==> src/hw/gauge_pkg.sv <==
/*
 * Shared constants and carriers for the capacity learning and end-of-discharge logic.
 * Assumes a 50 MHz clock and one measurement tick carrying per-interval deltas.
 */
package gauge_pkg;

    // ------------------------------------------------------------------
    // Register offsets (byte addresses, one word each)
    // ------------------------------------------------------------------
    localparam logic [7:0] OFS_CONFIG     = 8'h00;
    localparam logic [7:0] OFS_NEAR_FULL  = 8'h04;
    localparam logic [7:0] OFS_BATT_LOW   = 8'h08;
    localparam logic [7:0] OFS_LEARN_TEMP = 8'h0C;
    localparam logic [7:0] OFS_OVERLOAD   = 8'h10;
    localparam logic [7:0] OFS_DESIGN_CAP = 8'h14;
    localparam logic [7:0] OFS_THR_WORD0  = 8'h18;
    localparam logic [7:0] OFS_THR_WORD1  = 8'h1C;
    localparam logic [7:0] OFS_THR_WORD2  = 8'h20;
    localparam logic [7:0] OFS_COLD_TC    = 8'h24;
    localparam logic [7:0] OFS_FULL       = 8'h28;
    localparam logic [7:0] OFS_LEFT       = 8'h2C;
    localparam logic [7:0] OFS_TALLY      = 8'h30;
    localparam logic [7:0] OFS_PACK_STAT  = 8'h34;
    localparam logic [7:0] OFS_THR_NOW    = 8'h38;

    // ------------------------------------------------------------------
    // Configuration bits
    // ------------------------------------------------------------------
    localparam int unsigned CFG_CELL_SEL  = 0;
    localparam int unsigned CFG_COMP_EN   = 1;
    localparam int unsigned CFG_FIXED_LOW = 2;
    localparam int unsigned CFG_TRIM_EN   = 5;

    // ------------------------------------------------------------------
    // Limits (mAh, mV, 0.1 K)
    // ------------------------------------------------------------------
    localparam logic [15:0] LOAD_LIMIT_MAH = 16'h0100;
    localparam logic [15:0] VOLT_MARGIN_MV = 16'h0100;
    localparam logic [15:0] CHG_VALID_MAH  = 16'h000A;
    localparam logic [15:0] FULL_MAX_DEC   = 16'h0100;
    localparam logic [15:0] FULL_MAX_INC   = 16'h0200;
    localparam logic [15:0] PCT_MID_NUM    = 16'h0003;
    localparam logic [15:0] PCT_DEN        = 16'h0064;
    localparam logic [15:0] COLD_TEMP_DK   = 16'h0B90;
    localparam int unsigned TRIM_SHIFT     = 7;
    localparam int unsigned RATE_SHIFT     = 5;
    localparam int unsigned FRAC_SHIFT     = 8;
    localparam int unsigned IR_SHIFT       = 12;
    localparam int unsigned TC_SHIFT       = 4;

    // ------------------------------------------------------------------
    // Carriers
    // ------------------------------------------------------------------
    typedef struct packed {
        logic [15:0]        pack_mv;
        logic [15:0]        cell_min_mv;
        logic signed [15:0] current_ma;
        logic [15:0]        temp_dk;
        logic [7:0]         dis_mah;
        logic [7:0]         load_mah;
        logic [7:0]         chg_mah;
        logic               midrange_corr;
    } meas_s;

    typedef struct packed {
        logic [15:0] low;
        logic [15:0] mid;
        logic [15:0] high;
    } thr_s;

endpackage

==> src/hw/edv_threshold_calc.sv <==
/*
 * Computes the three end-of-discharge voltage thresholds, fixed or compensated.
 * Assumes stable configuration words; purely combinational, result read per tick.
 */
`timescale 1ns/1ps
module edv_threshold_calc
    import gauge_pkg::*;
(
    input  wire logic        comp_en_i,
    input  wire logic        fixed_low_i,
    input  wire logic [15:0] word0_i,
    input  wire logic [15:0] word1_i,
    input  wire logic [15:0] word2_i,
    input  wire logic [7:0]  cold_tc_i,
    input  wire logic [15:0] load_ma_i,
    input  wire logic [15:0] temp_dk_i,
    output gauge_pkg::thr_s  thr_o
);
    import gauge_pkg::*;

    // ------------------------------------------------------------------
    // Helpers
    // ------------------------------------------------------------------
    function automatic logic [15:0] sat_sub(input logic [15:0] a, input logic [15:0] b);
        sat_sub = (a > b) ? a - b : 16'h0000;
    endfunction

    logic [31:0] ir_full;
    logic [15:0] ir_drop;
    logic [23:0] cold_full;
    logic [15:0] drop;

    // Simplified model: base voltage less capacity term less load term,
    // load term grows when cold. Good enough for trend, not for absolute accuracy.
    always_comb begin
        ir_full   = load_ma_i * word2_i;
        ir_drop   = ir_full[IR_SHIFT +: 16];
        cold_full = ir_drop * cold_tc_i;
        drop      = (temp_dk_i < COLD_TEMP_DK) ? ir_drop + cold_full[TC_SHIFT +: 16] : ir_drop;
        if (comp_en_i) begin
            thr_o.low  = fixed_low_i ? word0_i : sat_sub(sat_sub(word0_i, word1_i), drop);
            thr_o.mid  = sat_sub(sat_sub(word0_i, word1_i >> 1), drop);
            thr_o.high = sat_sub(sat_sub(word0_i, word1_i >> 2), drop);
        end else begin
            thr_o.low  = word0_i;
            thr_o.mid  = word1_i;
            thr_o.high = word2_i;
        end
    end

endmodule

==> src/hw/capacity_learning_eod_logic.sv <==
/*
 * Capacity learning, discharge tally and end-of-discharge correction, with an AHB-Lite register slave.
 * Assumes one meas_valid_i pulse per measurement interval carrying that interval's deltas.
 */
// Function
// - Tally grows in discharge by measured discharge plus load and self-discharge.
// - At discharge start tally loads full minus remaining if within near-full window.
// - Trim enable subtracts one 128th of full capacity from starting tally.
// - Tally stops counting when the high threshold is reached.
// - Qualified discharge sets full capacity to tally plus low-battery fraction share.
// - More than 256 mAh load and self-discharge disqualifies learning.
// - Temperature below learning low limit disqualifies learning.
// - High threshold voltage below threshold minus 256 mV disqualifies learning.
// - Any midrange correction during discharge disqualifies learning.
// - Current above 3C/32 or overload at threshold or low level disqualifies.
// - Uninterrupted 10 mAh charge during discharge disqualifies learning.
// - Learning flag sets at qualified start, clears on any disqualification.
// - Each full capacity update limited to minus 256 or plus 512 mAh.
// - Updated full capacity goes to nonvolatile store within four seconds.
// - Config bit selects pack voltage or lowest cell voltage for thresholds.
// - Compensation computes thresholds; fixed-lowest bit keeps lowest uncompensated.
// - Threshold detection suspended while current exceeds overload threshold.
// - Charge clears threshold flags; 10 mAh charge clears learning flag.
// - Thresholds pull remaining capacity down to 0%, 3%, low-battery fraction.
// - No threshold flags or adjustments while discharge current below C/32.
// - While learning, remaining capacity held at a level until its threshold.
// - Zero low-battery fraction disables lowest and middle corrections.
`timescale 1ns/1ps
module capacity_learning_eod_logic
    import gauge_pkg::*;
(
    input  wire logic            clk_i,
    input  wire logic            reset_i,
    input  wire logic            hsel_i,
    input  wire logic [31:0]     haddr_i,
    input  wire logic [1:0]      htrans_i,
    input  wire logic            hwrite_i,
    input  wire logic [2:0]      hsize_i,
    input  wire logic [31:0]     hwdata_i,
    input  wire logic            hready_i,
    output logic      [31:0]     hrdata_o,
    output logic                 hreadyout_o,
    output logic                 hresp_o,
    input  wire logic            meas_valid_i,
    input  gauge_pkg::meas_s     meas_i,
    output logic                 nv_write_o,
    output logic      [15:0]     nv_data_o,
    output logic                 learning_valid_flag_o,
    output logic      [2:0]      edv_flags_o
);
    import gauge_pkg::*;

    // ------------------------------------------------------------------
    // State
    // ------------------------------------------------------------------
    typedef enum logic [1:0] {
        PH_IDLE,
        PH_COUNT,
        PH_STOP
    } phase_e;

    typedef struct packed {
        logic [7:0]  cfg;
        logic [15:0] near_full;
        logic [7:0]  batt_low;
        logic [15:0] learn_low_temp;
        logic [15:0] overload_ma;
        logic [15:0] design_cap;
        logic [15:0] word0;
        logic [15:0] word1;
        logic [15:0] word2;
        logic [7:0]  cold_tc;
        logic [15:0] full_charge_capacity;
        logic [15:0] remaining_capacity;
        logic [15:0] discharge_tally;
        logic [15:0] load_acc;
        logic [15:0] chg_run;
        logic        learning_valid_flag;
        logic [2:0]  edv_flags;
        logic        low_seen;
        logic        was_dis;
        phase_e      phase;
        logic        wr_pend;
        logic [7:0]  wr_addr;
        logic [31:0] rdata;
        logic        nv_wr;
        logic [15:0] nv_data;
    } st_s;

    st_s  s_ff;
    st_s  nxt_s;
    thr_s thr;

    // ------------------------------------------------------------------
    // Helpers
    // ------------------------------------------------------------------
    function automatic logic [15:0] sat_sub(input logic [15:0] a, input logic [15:0] b);
        sat_sub = (a > b) ? a - b : 16'h0000;
    endfunction

    function automatic logic [15:0] frac_of(input logic [15:0] cap, input logic [7:0] f);
        logic [23:0] p;
        p       = cap * f;
        frac_of = p[FRAC_SHIFT +: 16];
    endfunction

    function automatic logic [31:0] reg_read(input st_s s, input logic [7:0] a, input thr_s t);
        reg_read = 32'h0000_0000;
        case (a)
            OFS_CONFIG:     reg_read = {24'h00_0000, s.cfg};
            OFS_NEAR_FULL:  reg_read = {16'h0000, s.near_full};
            OFS_BATT_LOW:   reg_read = {24'h00_0000, s.batt_low};
            OFS_LEARN_TEMP: reg_read = {16'h0000, s.learn_low_temp};
            OFS_OVERLOAD:   reg_read = {16'h0000, s.overload_ma};
            OFS_DESIGN_CAP: reg_read = {16'h0000, s.design_cap};
            OFS_THR_WORD0:  reg_read = {16'h0000, s.word0};
            OFS_THR_WORD1:  reg_read = {16'h0000, s.word1};
            OFS_THR_WORD2:  reg_read = {16'h0000, s.word2};
            OFS_COLD_TC:    reg_read = {24'h00_0000, s.cold_tc};
            OFS_FULL:       reg_read = {16'h0000, s.full_charge_capacity};
            OFS_LEFT:       reg_read = {16'h0000, s.remaining_capacity};
            OFS_TALLY:      reg_read = {16'h0000, s.discharge_tally};
            OFS_PACK_STAT:  reg_read = {26'h000_0000, s.phase, s.edv_flags, s.learning_valid_flag};
            OFS_THR_NOW:    reg_read = {t.high, t.low};
            default:        reg_read = 32'h0000_0000;
        endcase
    endfunction

    // ------------------------------------------------------------------
    // Threshold computation
    // ------------------------------------------------------------------
    logic [15:0] i_abs;
    assign i_abs = meas_i.current_ma[15] ? 16'(-meas_i.current_ma) : 16'(meas_i.current_ma);

    edv_threshold_calc u_thr (
        .comp_en_i   (s_ff.cfg[CFG_COMP_EN]),
        .fixed_low_i (s_ff.cfg[CFG_FIXED_LOW]),
        .word0_i     (s_ff.word0),
        .word1_i     (s_ff.word1),
        .word2_i     (s_ff.word2),
        .cold_tc_i   (s_ff.cold_tc),
        .load_ma_i   (i_abs),
        .temp_dk_i   (meas_i.temp_dk),
        .thr_o       (thr)
    );

    // ------------------------------------------------------------------
    // Next state
    // ------------------------------------------------------------------
    always_comb begin
        logic        dis;
        logic        chg;
        logic        ovl;
        logic        det_en;
        logic        q;
        logic [15:0] vsel;
        logic [15:0] c32;
        logic [15:0] c3_32;
        logic [15:0] low_lvl;
        logic [15:0] mid_lvl;
        logic [15:0] rc_n;
        logic [15:0] gap;
        logic [15:0] dec;
        logic [16:0] cand;
        logic [16:0] up_lim;
        logic [2:0]  hit;
        logic [2:0]  fresh;
        logic [31:0] mid_full;
        dis      = 1'b0;
        chg      = 1'b0;
        ovl      = 1'b0;
        det_en   = 1'b0;
        q        = s_ff.learning_valid_flag;
        vsel     = 16'h0000;
        c32      = s_ff.design_cap >> RATE_SHIFT;
        c3_32    = 16'(c32 * 16'h0003);
        low_lvl  = frac_of(s_ff.full_charge_capacity, s_ff.batt_low);
        mid_full = s_ff.full_charge_capacity * PCT_MID_NUM;
        mid_lvl  = 16'(mid_full / PCT_DEN);
        rc_n     = s_ff.remaining_capacity;
        gap      = 16'h0000;
        dec      = 16'h0000;
        cand     = 17'h0_0000;
        up_lim   = 17'h0_0000;
        hit      = 3'b000;
        fresh    = 3'b000;
        nxt_s        = s_ff;
        nxt_s.nv_wr  = 1'b0;

        // Bus: address phase captured, write lands in the data phase
        nxt_s.wr_pend = 1'b0;
        if (hsel_i && hready_i && htrans_i[1]) begin
            nxt_s.wr_pend = hwrite_i;
            nxt_s.wr_addr = haddr_i[7:0];
            if (!hwrite_i) begin
                nxt_s.rdata = reg_read(s_ff, haddr_i[7:0], thr);
            end
        end

        // Measurement tick
        if (meas_valid_i) begin
            dis  = meas_i.current_ma < 0;
            chg  = meas_i.current_ma > 0;
            vsel = s_ff.cfg[CFG_CELL_SEL] ? meas_i.cell_min_mv : meas_i.pack_mv;
            ovl  = i_abs > s_ff.overload_ma;
            det_en = dis && !ovl && (i_abs >= c32);

            // Remaining capacity follows charge and discharge
            dec  = dis ? 16'(meas_i.dis_mah + meas_i.load_mah) : {8'h00, meas_i.load_mah};
            rc_n = sat_sub(s_ff.remaining_capacity, dec);
            if (chg) begin
                cand = {1'b0, rc_n} + {9'h000, meas_i.chg_mah};
                rc_n = (cand > {1'b0, s_ff.full_charge_capacity}) ? s_ff.full_charge_capacity : cand[15:0];
            end

            // Hold at the pending level while learning
            if (s_ff.learning_valid_flag && dis) begin
                if (!s_ff.edv_flags[2] && s_ff.remaining_capacity >= low_lvl && rc_n < low_lvl) begin
                    rc_n = low_lvl;
                end else if (s_ff.edv_flags[2] && !s_ff.edv_flags[1] && s_ff.batt_low != 8'h00
                             && s_ff.remaining_capacity >= mid_lvl && rc_n < mid_lvl) begin
                    rc_n = mid_lvl;
                end
            end

            // Charge: flags drop at once, learning only after a solid 10 mAh
            if (chg) begin
                nxt_s.edv_flags = 3'b000;
                nxt_s.chg_run   = s_ff.chg_run + {8'h00, meas_i.chg_mah};
                if (nxt_s.chg_run >= CHG_VALID_MAH) begin
                    q           = 1'b0;
                    nxt_s.phase = PH_IDLE;
                end
            end else begin
                nxt_s.chg_run = 16'h0000;
            end

            // Start of discharge
            if (dis && !s_ff.was_dis && s_ff.phase != PH_COUNT) begin
                gap = sat_sub(s_ff.full_charge_capacity, s_ff.remaining_capacity);
                if (gap <= s_ff.near_full) begin
                    nxt_s.discharge_tally = s_ff.cfg[CFG_TRIM_EN]
                        ? sat_sub(gap, s_ff.full_charge_capacity >> TRIM_SHIFT) : gap;
                    q              = 1'b1;
                    nxt_s.phase    = PH_COUNT;
                    nxt_s.load_acc = 16'h0000;
                    nxt_s.low_seen = 1'b0;
                end
            end

            // Counting period
            if (s_ff.phase == PH_COUNT && dis) begin
                nxt_s.discharge_tally = nxt_s.discharge_tally + dec;
                nxt_s.load_acc        = s_ff.load_acc + {8'h00, meas_i.load_mah};
                if (nxt_s.load_acc > LOAD_LIMIT_MAH) begin
                    q = 1'b0;
                end
            end
            if (nxt_s.phase == PH_COUNT) begin
                if (meas_i.temp_dk < s_ff.learn_low_temp) begin
                    q = 1'b0;
                end
                if (meas_i.midrange_corr) begin
                    q = 1'b0;
                end
                if (!s_ff.low_seen && rc_n <= low_lvl) begin
                    nxt_s.low_seen = 1'b1;
                    if (i_abs > c3_32 || ovl) begin
                        q = 1'b0;
                    end
                end
            end

            // Threshold detection and corrections
            if (det_en) begin
                hit   = {vsel <= thr.high, vsel <= thr.mid, vsel <= thr.low};
                fresh = hit & ~s_ff.edv_flags;
                nxt_s.edv_flags = s_ff.edv_flags | hit;
                if (fresh[2] && rc_n > low_lvl) begin
                    rc_n = low_lvl;
                end
                if (fresh[1] && s_ff.batt_low != 8'h00 && rc_n > mid_lvl) begin
                    rc_n = mid_lvl;
                end
                if (fresh[0] && s_ff.batt_low != 8'h00) begin
                    rc_n = 16'h0000;
                end
                if (fresh[2] && s_ff.phase == PH_COUNT) begin
                    nxt_s.phase = PH_STOP;
                    if (vsel < sat_sub(thr.high, VOLT_MARGIN_MV)) begin
                        q = 1'b0;
                    end
                    if (i_abs > c3_32 || ovl) begin
                        q = 1'b0;
                    end
                    if (q) begin
                        cand   = {1'b0, nxt_s.discharge_tally} + {1'b0, low_lvl};
                        up_lim = {1'b0, s_ff.full_charge_capacity} + {1'b0, FULL_MAX_INC};
                        if (cand > up_lim) begin
                            cand = up_lim;
                        end else if (cand < {1'b0, sat_sub(s_ff.full_charge_capacity, FULL_MAX_DEC)}) begin
                            cand = {1'b0, sat_sub(s_ff.full_charge_capacity, FULL_MAX_DEC)};
                        end
                        nxt_s.full_charge_capacity = (cand[16]) ? 16'hFFFF : cand[15:0];
                        nxt_s.nv_wr                = 1'b1;
                        nxt_s.nv_data              = nxt_s.full_charge_capacity;
                    end
                end
            end

            nxt_s.remaining_capacity  = rc_n;
            nxt_s.learning_valid_flag = q;
            nxt_s.was_dis             = dis;
        end

        // Software writes win over the same-cycle tick for stored words
        if (s_ff.wr_pend) begin
            case (s_ff.wr_addr)
                OFS_CONFIG:     nxt_s.cfg                  = hwdata_i[7:0];
                OFS_NEAR_FULL:  nxt_s.near_full            = hwdata_i[15:0];
                OFS_BATT_LOW:   nxt_s.batt_low             = hwdata_i[7:0];
                OFS_LEARN_TEMP: nxt_s.learn_low_temp       = hwdata_i[15:0];
                OFS_OVERLOAD:   nxt_s.overload_ma          = hwdata_i[15:0];
                OFS_DESIGN_CAP: nxt_s.design_cap           = hwdata_i[15:0];
                OFS_THR_WORD0:  nxt_s.word0                = hwdata_i[15:0];
                OFS_THR_WORD1:  nxt_s.word1                = hwdata_i[15:0];
                OFS_THR_WORD2:  nxt_s.word2                = hwdata_i[15:0];
                OFS_COLD_TC:    nxt_s.cold_tc              = hwdata_i[7:0];
                OFS_FULL:       nxt_s.full_charge_capacity = hwdata_i[15:0];
                OFS_LEFT:       nxt_s.remaining_capacity   = hwdata_i[15:0];
                default:        nxt_s.cfg                  = nxt_s.cfg;
            endcase
        end
    end

    // ------------------------------------------------------------------
    // Registers
    // ------------------------------------------------------------------
    always_ff @(posedge clk_i) begin
        if (reset_i) begin
            s_ff <= '0;
        end else begin
            s_ff <= nxt_s;
        end
    end

    // ------------------------------------------------------------------
    // Outputs
    // ------------------------------------------------------------------
    // Zero wait states; every transfer answers OKAY
    assign hreadyout_o           = 1'b1;
    assign hresp_o               = 1'b0;
    assign hrdata_o              = s_ff.rdata;
    assign nv_write_o            = s_ff.nv_wr;
    assign nv_data_o             = s_ff.nv_data;
    assign learning_valid_flag_o = s_ff.learning_valid_flag;
    assign edv_flags_o           = s_ff.edv_flags;

endmodule

==> config.mk <==
export PLATFORM = sky130hd
export DESIGN_NAME = capacity_learning_eod_logic
export DESIGN_NICKNAME = d
export VERILOG_FILES = /design/src/hw/gauge_pkg.sv /design/src/hw/edv_threshold_calc.sv /design/src/hw/capacity_learning_eod_logic.sv
export SDC_FILE = /design/constraint.sdc
export NUM_CORES = 2
export LEC_CHECK = 0
export BUFFER_PORTS_ARGS = -buffer_cell sky130_fd_sc_hd__buf_2
export CORE_ASPECT_RATIO = 0.5
export CORE_MARGIN = 1
export CORE_UTILIZATION = 50
export CTS_BUF_LIST = sky130_fd_sc_hd__clkbuf_2
export DETAILED_ROUTE_END_ITERATION = 8
export PLACE_DENSITY_LB_ADDON = 0.25
export SLEW_MARGIN = 25
export SYNTH_ARGS = -nofsm -noshare
export SYNTH_HDL_FRONTEND = slang
export SYNTH_SLANG_ARGS = --single-unit
==> constraint.sdc <==
create_clock -name clk_i -period 25.8 [get_ports clk_i]
set_input_delay 1.29 -clock clk_i [delete_from_list [all_inputs] [get_ports clk_i]]
set_output_delay 1.29 -clock clk_i [all_outputs]
set_load 0.02 [all_outputs]
[Yosys cells after proc, flatten, opt, wreduce, memory -nomap -nowiden]
Index checks and enable logic that the tools add are counted.
Word-level totals
  register bits: 282
  input bits: 164
  output and inout port bits: 55
Operators by class
  add/sub/neg operators: 20
  $mul: 5
  div/mod/pow operators: 1
  order comparisons: 35
  eq/ne operators: 30
  mux-type cells: 85
  bitwise operators: 8
  reduce and logical (&&, ||, !) cells: 46
Operators by type and width (count)
  16-bit two-way mux: 36
  32-bit one-hot mux with 15 select lines: 1
  32-bit two-way mux: 6
  16-bit greater-than comparator: 8
  17-bit two-way mux: 7
  8-bit by 6-bit == test with 1-bit output, second input constant: 11
  88-bit two-way mux: 1
  16-bit <= comparator: 5
  16-bit subtractor: 5
  8-bit by 5-bit == test with 1-bit output, second input constant: 8
  16-bit less-than comparator: 4
  16-bit by 9-bit greater-than comparator with 1-bit output, second input constant: 3
  48-bit two-way mux: 1
  16-bit by 8-bit adder with 16-bit output: 2
  18-bit by 7-bit divider with 32-bit output, second input constant: 1
  8-bit by 4-bit == test with 1-bit output, second input constant: 4
  16-bit >= comparator: 2
  16-bit by 9-bit greater-than comparator with 1-bit output: 2
  16-bit by 9-bit subtractor with 16-bit output: 2
  16-bit by 9-bit subtractor with 16-bit output, second input constant: 2
  16-bit by 16-bit multiplier with 28-bit output: 1
  16-bit by 8-bit multiplier with 24-bit output: 1
  2-bit AND reduction: 12
  1-bit two-way mux: 23
  44 further kinds: 82

[Longest topological paths before layout]
  depth after elaboration: 35
  mapped depth: 110
  depth with buffers taken out: 108

[Hierarchy]
Synthesis repeated with hierarchy kept, for this count alone.
Unflattened totals
  cell total of the unflattened synthesis: 6352
  area total of the unflattened synthesis: 49228.5 um^2
By module, submodules not included
  capacity_learning_eod_logic: times used 1, cells an instance 4312, area each 32733.9 um^2, seq. area each 5645.4 um^2
  edv_threshold_calc: times used 1, cells an instance 2040, area each 16494.6 um^2, seq. area each 0.0 um^2

[Worst setup path before layout]
No wires, ideal clock.
  kind: input-to-reg
  start: input port meas_i[56] in the netlist's numbering
  end: register s_ff[118] in the netlist's numbering
  data arrival time: 20.853 ns
  required time: 25.712 ns
  slack: 4.859 ns
  stages on the path: 102
  cells stage by stage: clkbuf_1 > clkbuf_1 > clkbuf_1 > o31ai_1 > xnor2_1 > clkbuf_1 > nand2_1 > fa_1 > fa_1 > inv_1 > ha_1 > fa_1 > inv_1 > fa_1 > fa_1 > inv_1 > ha_1 > o21ai_0 > (+66 left out) > a21o_1 > ha_1 > a21oi_1 > o22ai_1 > o21a_1 > o21a_1 > o21ai_0 > nand2b_1 > a21oi_1 > o21ai_0 > o41ai_1 > o21ai_0 > and3_1 > or3_1 > or2_2 > o32a_1 > a21o_1 > a311oi_2
On the way
  longest elaborated chain between the ends: 28
  elaborated cells on any way between the ends: 61
  classes of those cells: 7 x add/sub; 2 x mul; 16 x order compare; 25 x mux; 1 x bitwise; 10 x reduce/logical
Ends and longest elaborated chain
  from (decl): line capacity_learning_eod_logic.sv:45  | input gauge_pkg::meas_s meas_i,
  parallel branches: the longest is 24 deep, another holds 16-bit by 16-bit multiplier with 28-bit output
  16-bit two-way mux (*): line capacity_learning_eod_logic.sv:275  | if (det_en) begin
  88-bit two-way mux (*): line capacity_learning_eod_logic.sv:201  | if (meas_valid_i) begin
  16-bit two-way mux: line capacity_learning_eod_logic.sv:318  | case (s_ff.wr_addr)
  32-bit two-way mux (*): line capacity_learning_eod_logic.sv:317  | if (s_ff.wr_pend) begin
  to (signal assigned): line capacity_learning_eod_logic.sv:343  | s_ff <= nxt_s;
  to (decl): line capacity_learning_eod_logic.sv:90  | st_s s_ff;
Every way passes the cells marked *. The select of a mux whose other input is x is not followed.
A chain may end at the register's enable or synchronous reset.

[Worst setup path after layout]
  start: input port meas_i[41] in the netlist's numbering
  end: register s_ff[118] in the netlist's numbering
The elaborated chain is that of the path after synthesis.

==> impl_metrics.toml <==
[status]
status = "finished, final reports clean"

[drt]
drt-total-wl_um = 175500
dr.pass1.iters = 7
ant_nets = 0
avgRoutedWirePerCell_um = 23.12
drt_iter0_markers = 4728
routed.top_layer = "met4"
routed_via_density = 6.131
met1_length_um = 73040
dr_wl_met3_um = 16200
drc = 0
vias = 46550
wl_met2_um = 77610

[power_and_ir_drop]
seq_power_share_pct = 21.8
p_leak_nw = 23.40
peakVddDrop_mv = 0.03797
p_switching_mw = 1.079
power.internal_mw = 1.125
powerDensity_nw_per_um2 = 43.05
p_clk_share_pct = 15.4
p_sw_share_pct = 48.94
comb_power_share_pct = 62.8

[clocking]
postCtsSetupBuffers = 0
ctsHoldBuffers = 0
cts_tree = "yes"
cts_resized = 0
htreeDepth = 3
clock_path_buffers = 3
cts_made_buffers = 78
path_clk_slew_ns = 0.09
clock_latency_ns = 1.08
clockRootBuffer = "clkbuf_2"
cts_num_sinks = 282

[critical_path]
crit_slowest_cell = "o41ai_1"
crit_fanout = 17
cpPeakStageDelay_ns = 0.82
worstSetupPathType = "input pin to flip-flop"
startpoint_type = "input pin"
crit_arrival_ns = 23.98
path_common_cell = "o21a_1"
critPathCaptureType = "flip-flop"
required_ns = 26.75

[final_layout]
stdcell_count = 7593
fillers = 9181
regArea_um2 = 5647
mostFrequentLayoutCell = "nand2_1"
multi_input_area_um2 = 38810
syn_to_final_growth_pct = 5.651
drive_above_1_share_pct = 8.468
mostFrequentLayoutCells = "nand2_1 (776), inv_1 (704), ha_1 (656), a21oi_1 (438), nor2_1 (378)"
nets = 7449

[global_route]
grt_pass1_wl_um = 268600
grt-ovfl-total = 0
grt_usage_pct = 35.13
grt_pass1_vias = 45580
antenna_found_initial = 5
grt_max_degree = 94

[timing]
report.final.slew_viol_count = 0
max_freq_mhz = 43.42
rsz0062_at_grt = "no"
clock_skew_ns = 0.1084
setup_tns_ns = 0
min_period_ns = 23.03
relSlewSlack_pct = 15.54
worst_pin_slew_ns = 1.253
fin_crit_sh_pct = 89.26
hold_viol_final = 0
setup_violations = 0

[floorplanning]
io_pins = 219
die-area_um2 = 98260
die_h_um = 222.2
initial_core_util_pct = 50.65
core_um2 = 95690
die_x_um = 442.3
rows = 80

[synth]
synth_xor_area_share_pct = 5.401
yosysUniqueCellTypes = 115
avgSynthCellArea_um2 = 7.817
synth-compound-area-share_pct = 21.13
yosysSeqAreaShare_pct = 11.65
ys_seq_elements = 282
synthMuxAreaShare_pct = 2.406
synth_top_family_by_area = "adder cells"
netlist_area_um2 = 48470
ys.flop_type = "dfxtp_1"
synth_edf_count = 0
synthSimpleGateAreaFrac_pct = 18.81
yosys.area_share.adder_pct = 32.14
synth_warnings = 0
synth_nets = 7388
synthArstFlopShare_pct = 0
synth_cells = 6200

[place]
place_congestion = 1.030
dpl.cell_count = 7452
port_buffers = 172
dp_hpwl_um = 138300

[flow_run]
maxCapViolCount = 0

[hold_path]
min_path_type = "flip-flop to flip-flop"
-- stage by stage --
stage | area (µm²) | worst slack, ns | hold WS, ns | util (%) | power [mW]
after global placement | 50470 | 2.234 | 0.4415 | 52.74 | 1.797
after floorplan | 48470 | 4.859 | 0.4360 | - | 1.447
after detailed placement | 50480 | 2.088 | 0.4497 | 52.75 | 1.831
after global routing | 51200 | 1.412 | 0.4800 | 53.51 | 2.373
final | 51200 | 2.771 | 0.4641 | 53.51 | 2.204
after CTS | 51180 | 3.092 | 0.4316 | 53.49 | 2.169
-- layout make-up --
cell class | instances | area share [%]
flip-flops and latches | 282 | 11.03
inverters | 707 | 5.183
diodes | 4 | 0.01955
clock buffers | 115 | 1.124
repair buffers | 295 | 3.497
well taps | 1271 | 3.106
clock inverters | 22 | 0.2468
multi-input cells | 4897 | 75.80
-- power groups by stage --
stage	Combinational, mW	Clock (mW)	Sequential, mW
final	1.39	0.338	0.481
after global routing	1.53	0.364	0.481
after CTS	1.35	0.339	0.477
after detailed placement	1.34	0	0.488
after global placement	1.31	0	0.487
after floorplan	0.977	0	0.470
-- path summary, 6_finish.rpt --
kind | start | to | slack (ns) | cells past startpoint
hold reg to reg | s_ff[50] | s_ff[50] | 0.46 | 2
hold / removal | s_ff[50] | s_ff[50] | 0.46 | 2
setup reg to reg | s_ff[160] | s_ff[118] | 3.51 | 90
setup / recovery | meas_i[41] | s_ff[118] | 2.77 | 96
-- registers in the layout, indices dropped and copies added (netlist names) --
name	cells
s_ff	229
learning_valid_flag_o	1
hrdata_o	32
edv_flags_o	3
nv_data_o	16
nv_write_o	1
-- cells in the mapped netlist (13+ instances only) --
master | count | share of area [%]
nand2_1 | 776 | 6.0
inv_1 | 704 | 5.5
ha_1 | 656 | 17
a21oi_1 | 441 | 4.6
nor2_1 | 383 | 3.0
fa_1 | 368 | 15
dfxtp_1 | 282 | 12
clkbuf_1 | 227 | 1.8
and2_1 | 221 | 2.9
xnor2_1 | 219 | 4.0
o21ai_0 | 210 | 2.2
a21o_1 | 183 | 2.8
nor3_1 | 114 | 1.2
a22oi_1 | 96 | 1.5
o21bai_1 | 91 | 1.4
nor2b_1 | 79 | 1.0
nand3_1 | 78 | 0.81
nand4_1 | 78 | 1.0
xor2_1 | 78 | 1.4
mux2i_1 | 73 | 1.5
nand2b_1 | 68 | 0.88
buf_4 | 58 | 0.90
o21a_1 | 57 | 0.88
a221oi_1 | 54 | 0.98
o22ai_1 | 44 | 0.57
and3_1 | 41 | 0.53
mux2_2 | 36 | 0.84
a211oi_1 | 30 | 0.46
a22o_1 | 30 | 0.54
o211ai_1 | 30 | 0.46
a31oi_1 | 27 | 0.35
nor4_1 | 21 | 0.27
buf_1 | 16 | 0.12
a21boi_0 | 15 | 0.23
a311oi_1 | 15 | 0.27
a222oi_1 | 14 | 0.29
o31ai_1 | 14 | 0.22
o31a_1 | 13 | 0.23
or2_2 | 13 | 0.17
or3_1 | 13 | 0.17
-- cell families after synthesis --
logic type / Yosys count
buffers and inverters: 1021
multiplexers: 111
other: 2
flip-flops: 282
XOR/XNOR: 298
AO/OA/AOI/OAI: 1520
AND/OR/NAND/NOR: 1942
adder cells (fa/ha/maj): 1024
-- routing by layer --
| metal | vias up | global-route usage, % |
|---|---|---|
| li1 | 21440 | - |
| met1 | 22520 | 47.19 |
| met2 | 2172 | 56.35 |
| met3 | 423 | 4.484 |
| met4 | 0 | 16.04 |
| met5 | - | 0 |
-- critical path, delay by kind of cell --
family | cells | cell delay (ns)
AO/OA/AOI/OAI | 36 | 7.86
multiplexers | 1 | 0.31
AND/OR/NAND/NOR | 22 | 4.22
XOR/XNOR | 7 | 1.29
buffers and inverters | 13 | 1.92
adder cells (fa/ha/maj) | 17 | 7.03
Power figures use the tool's default switching activity.
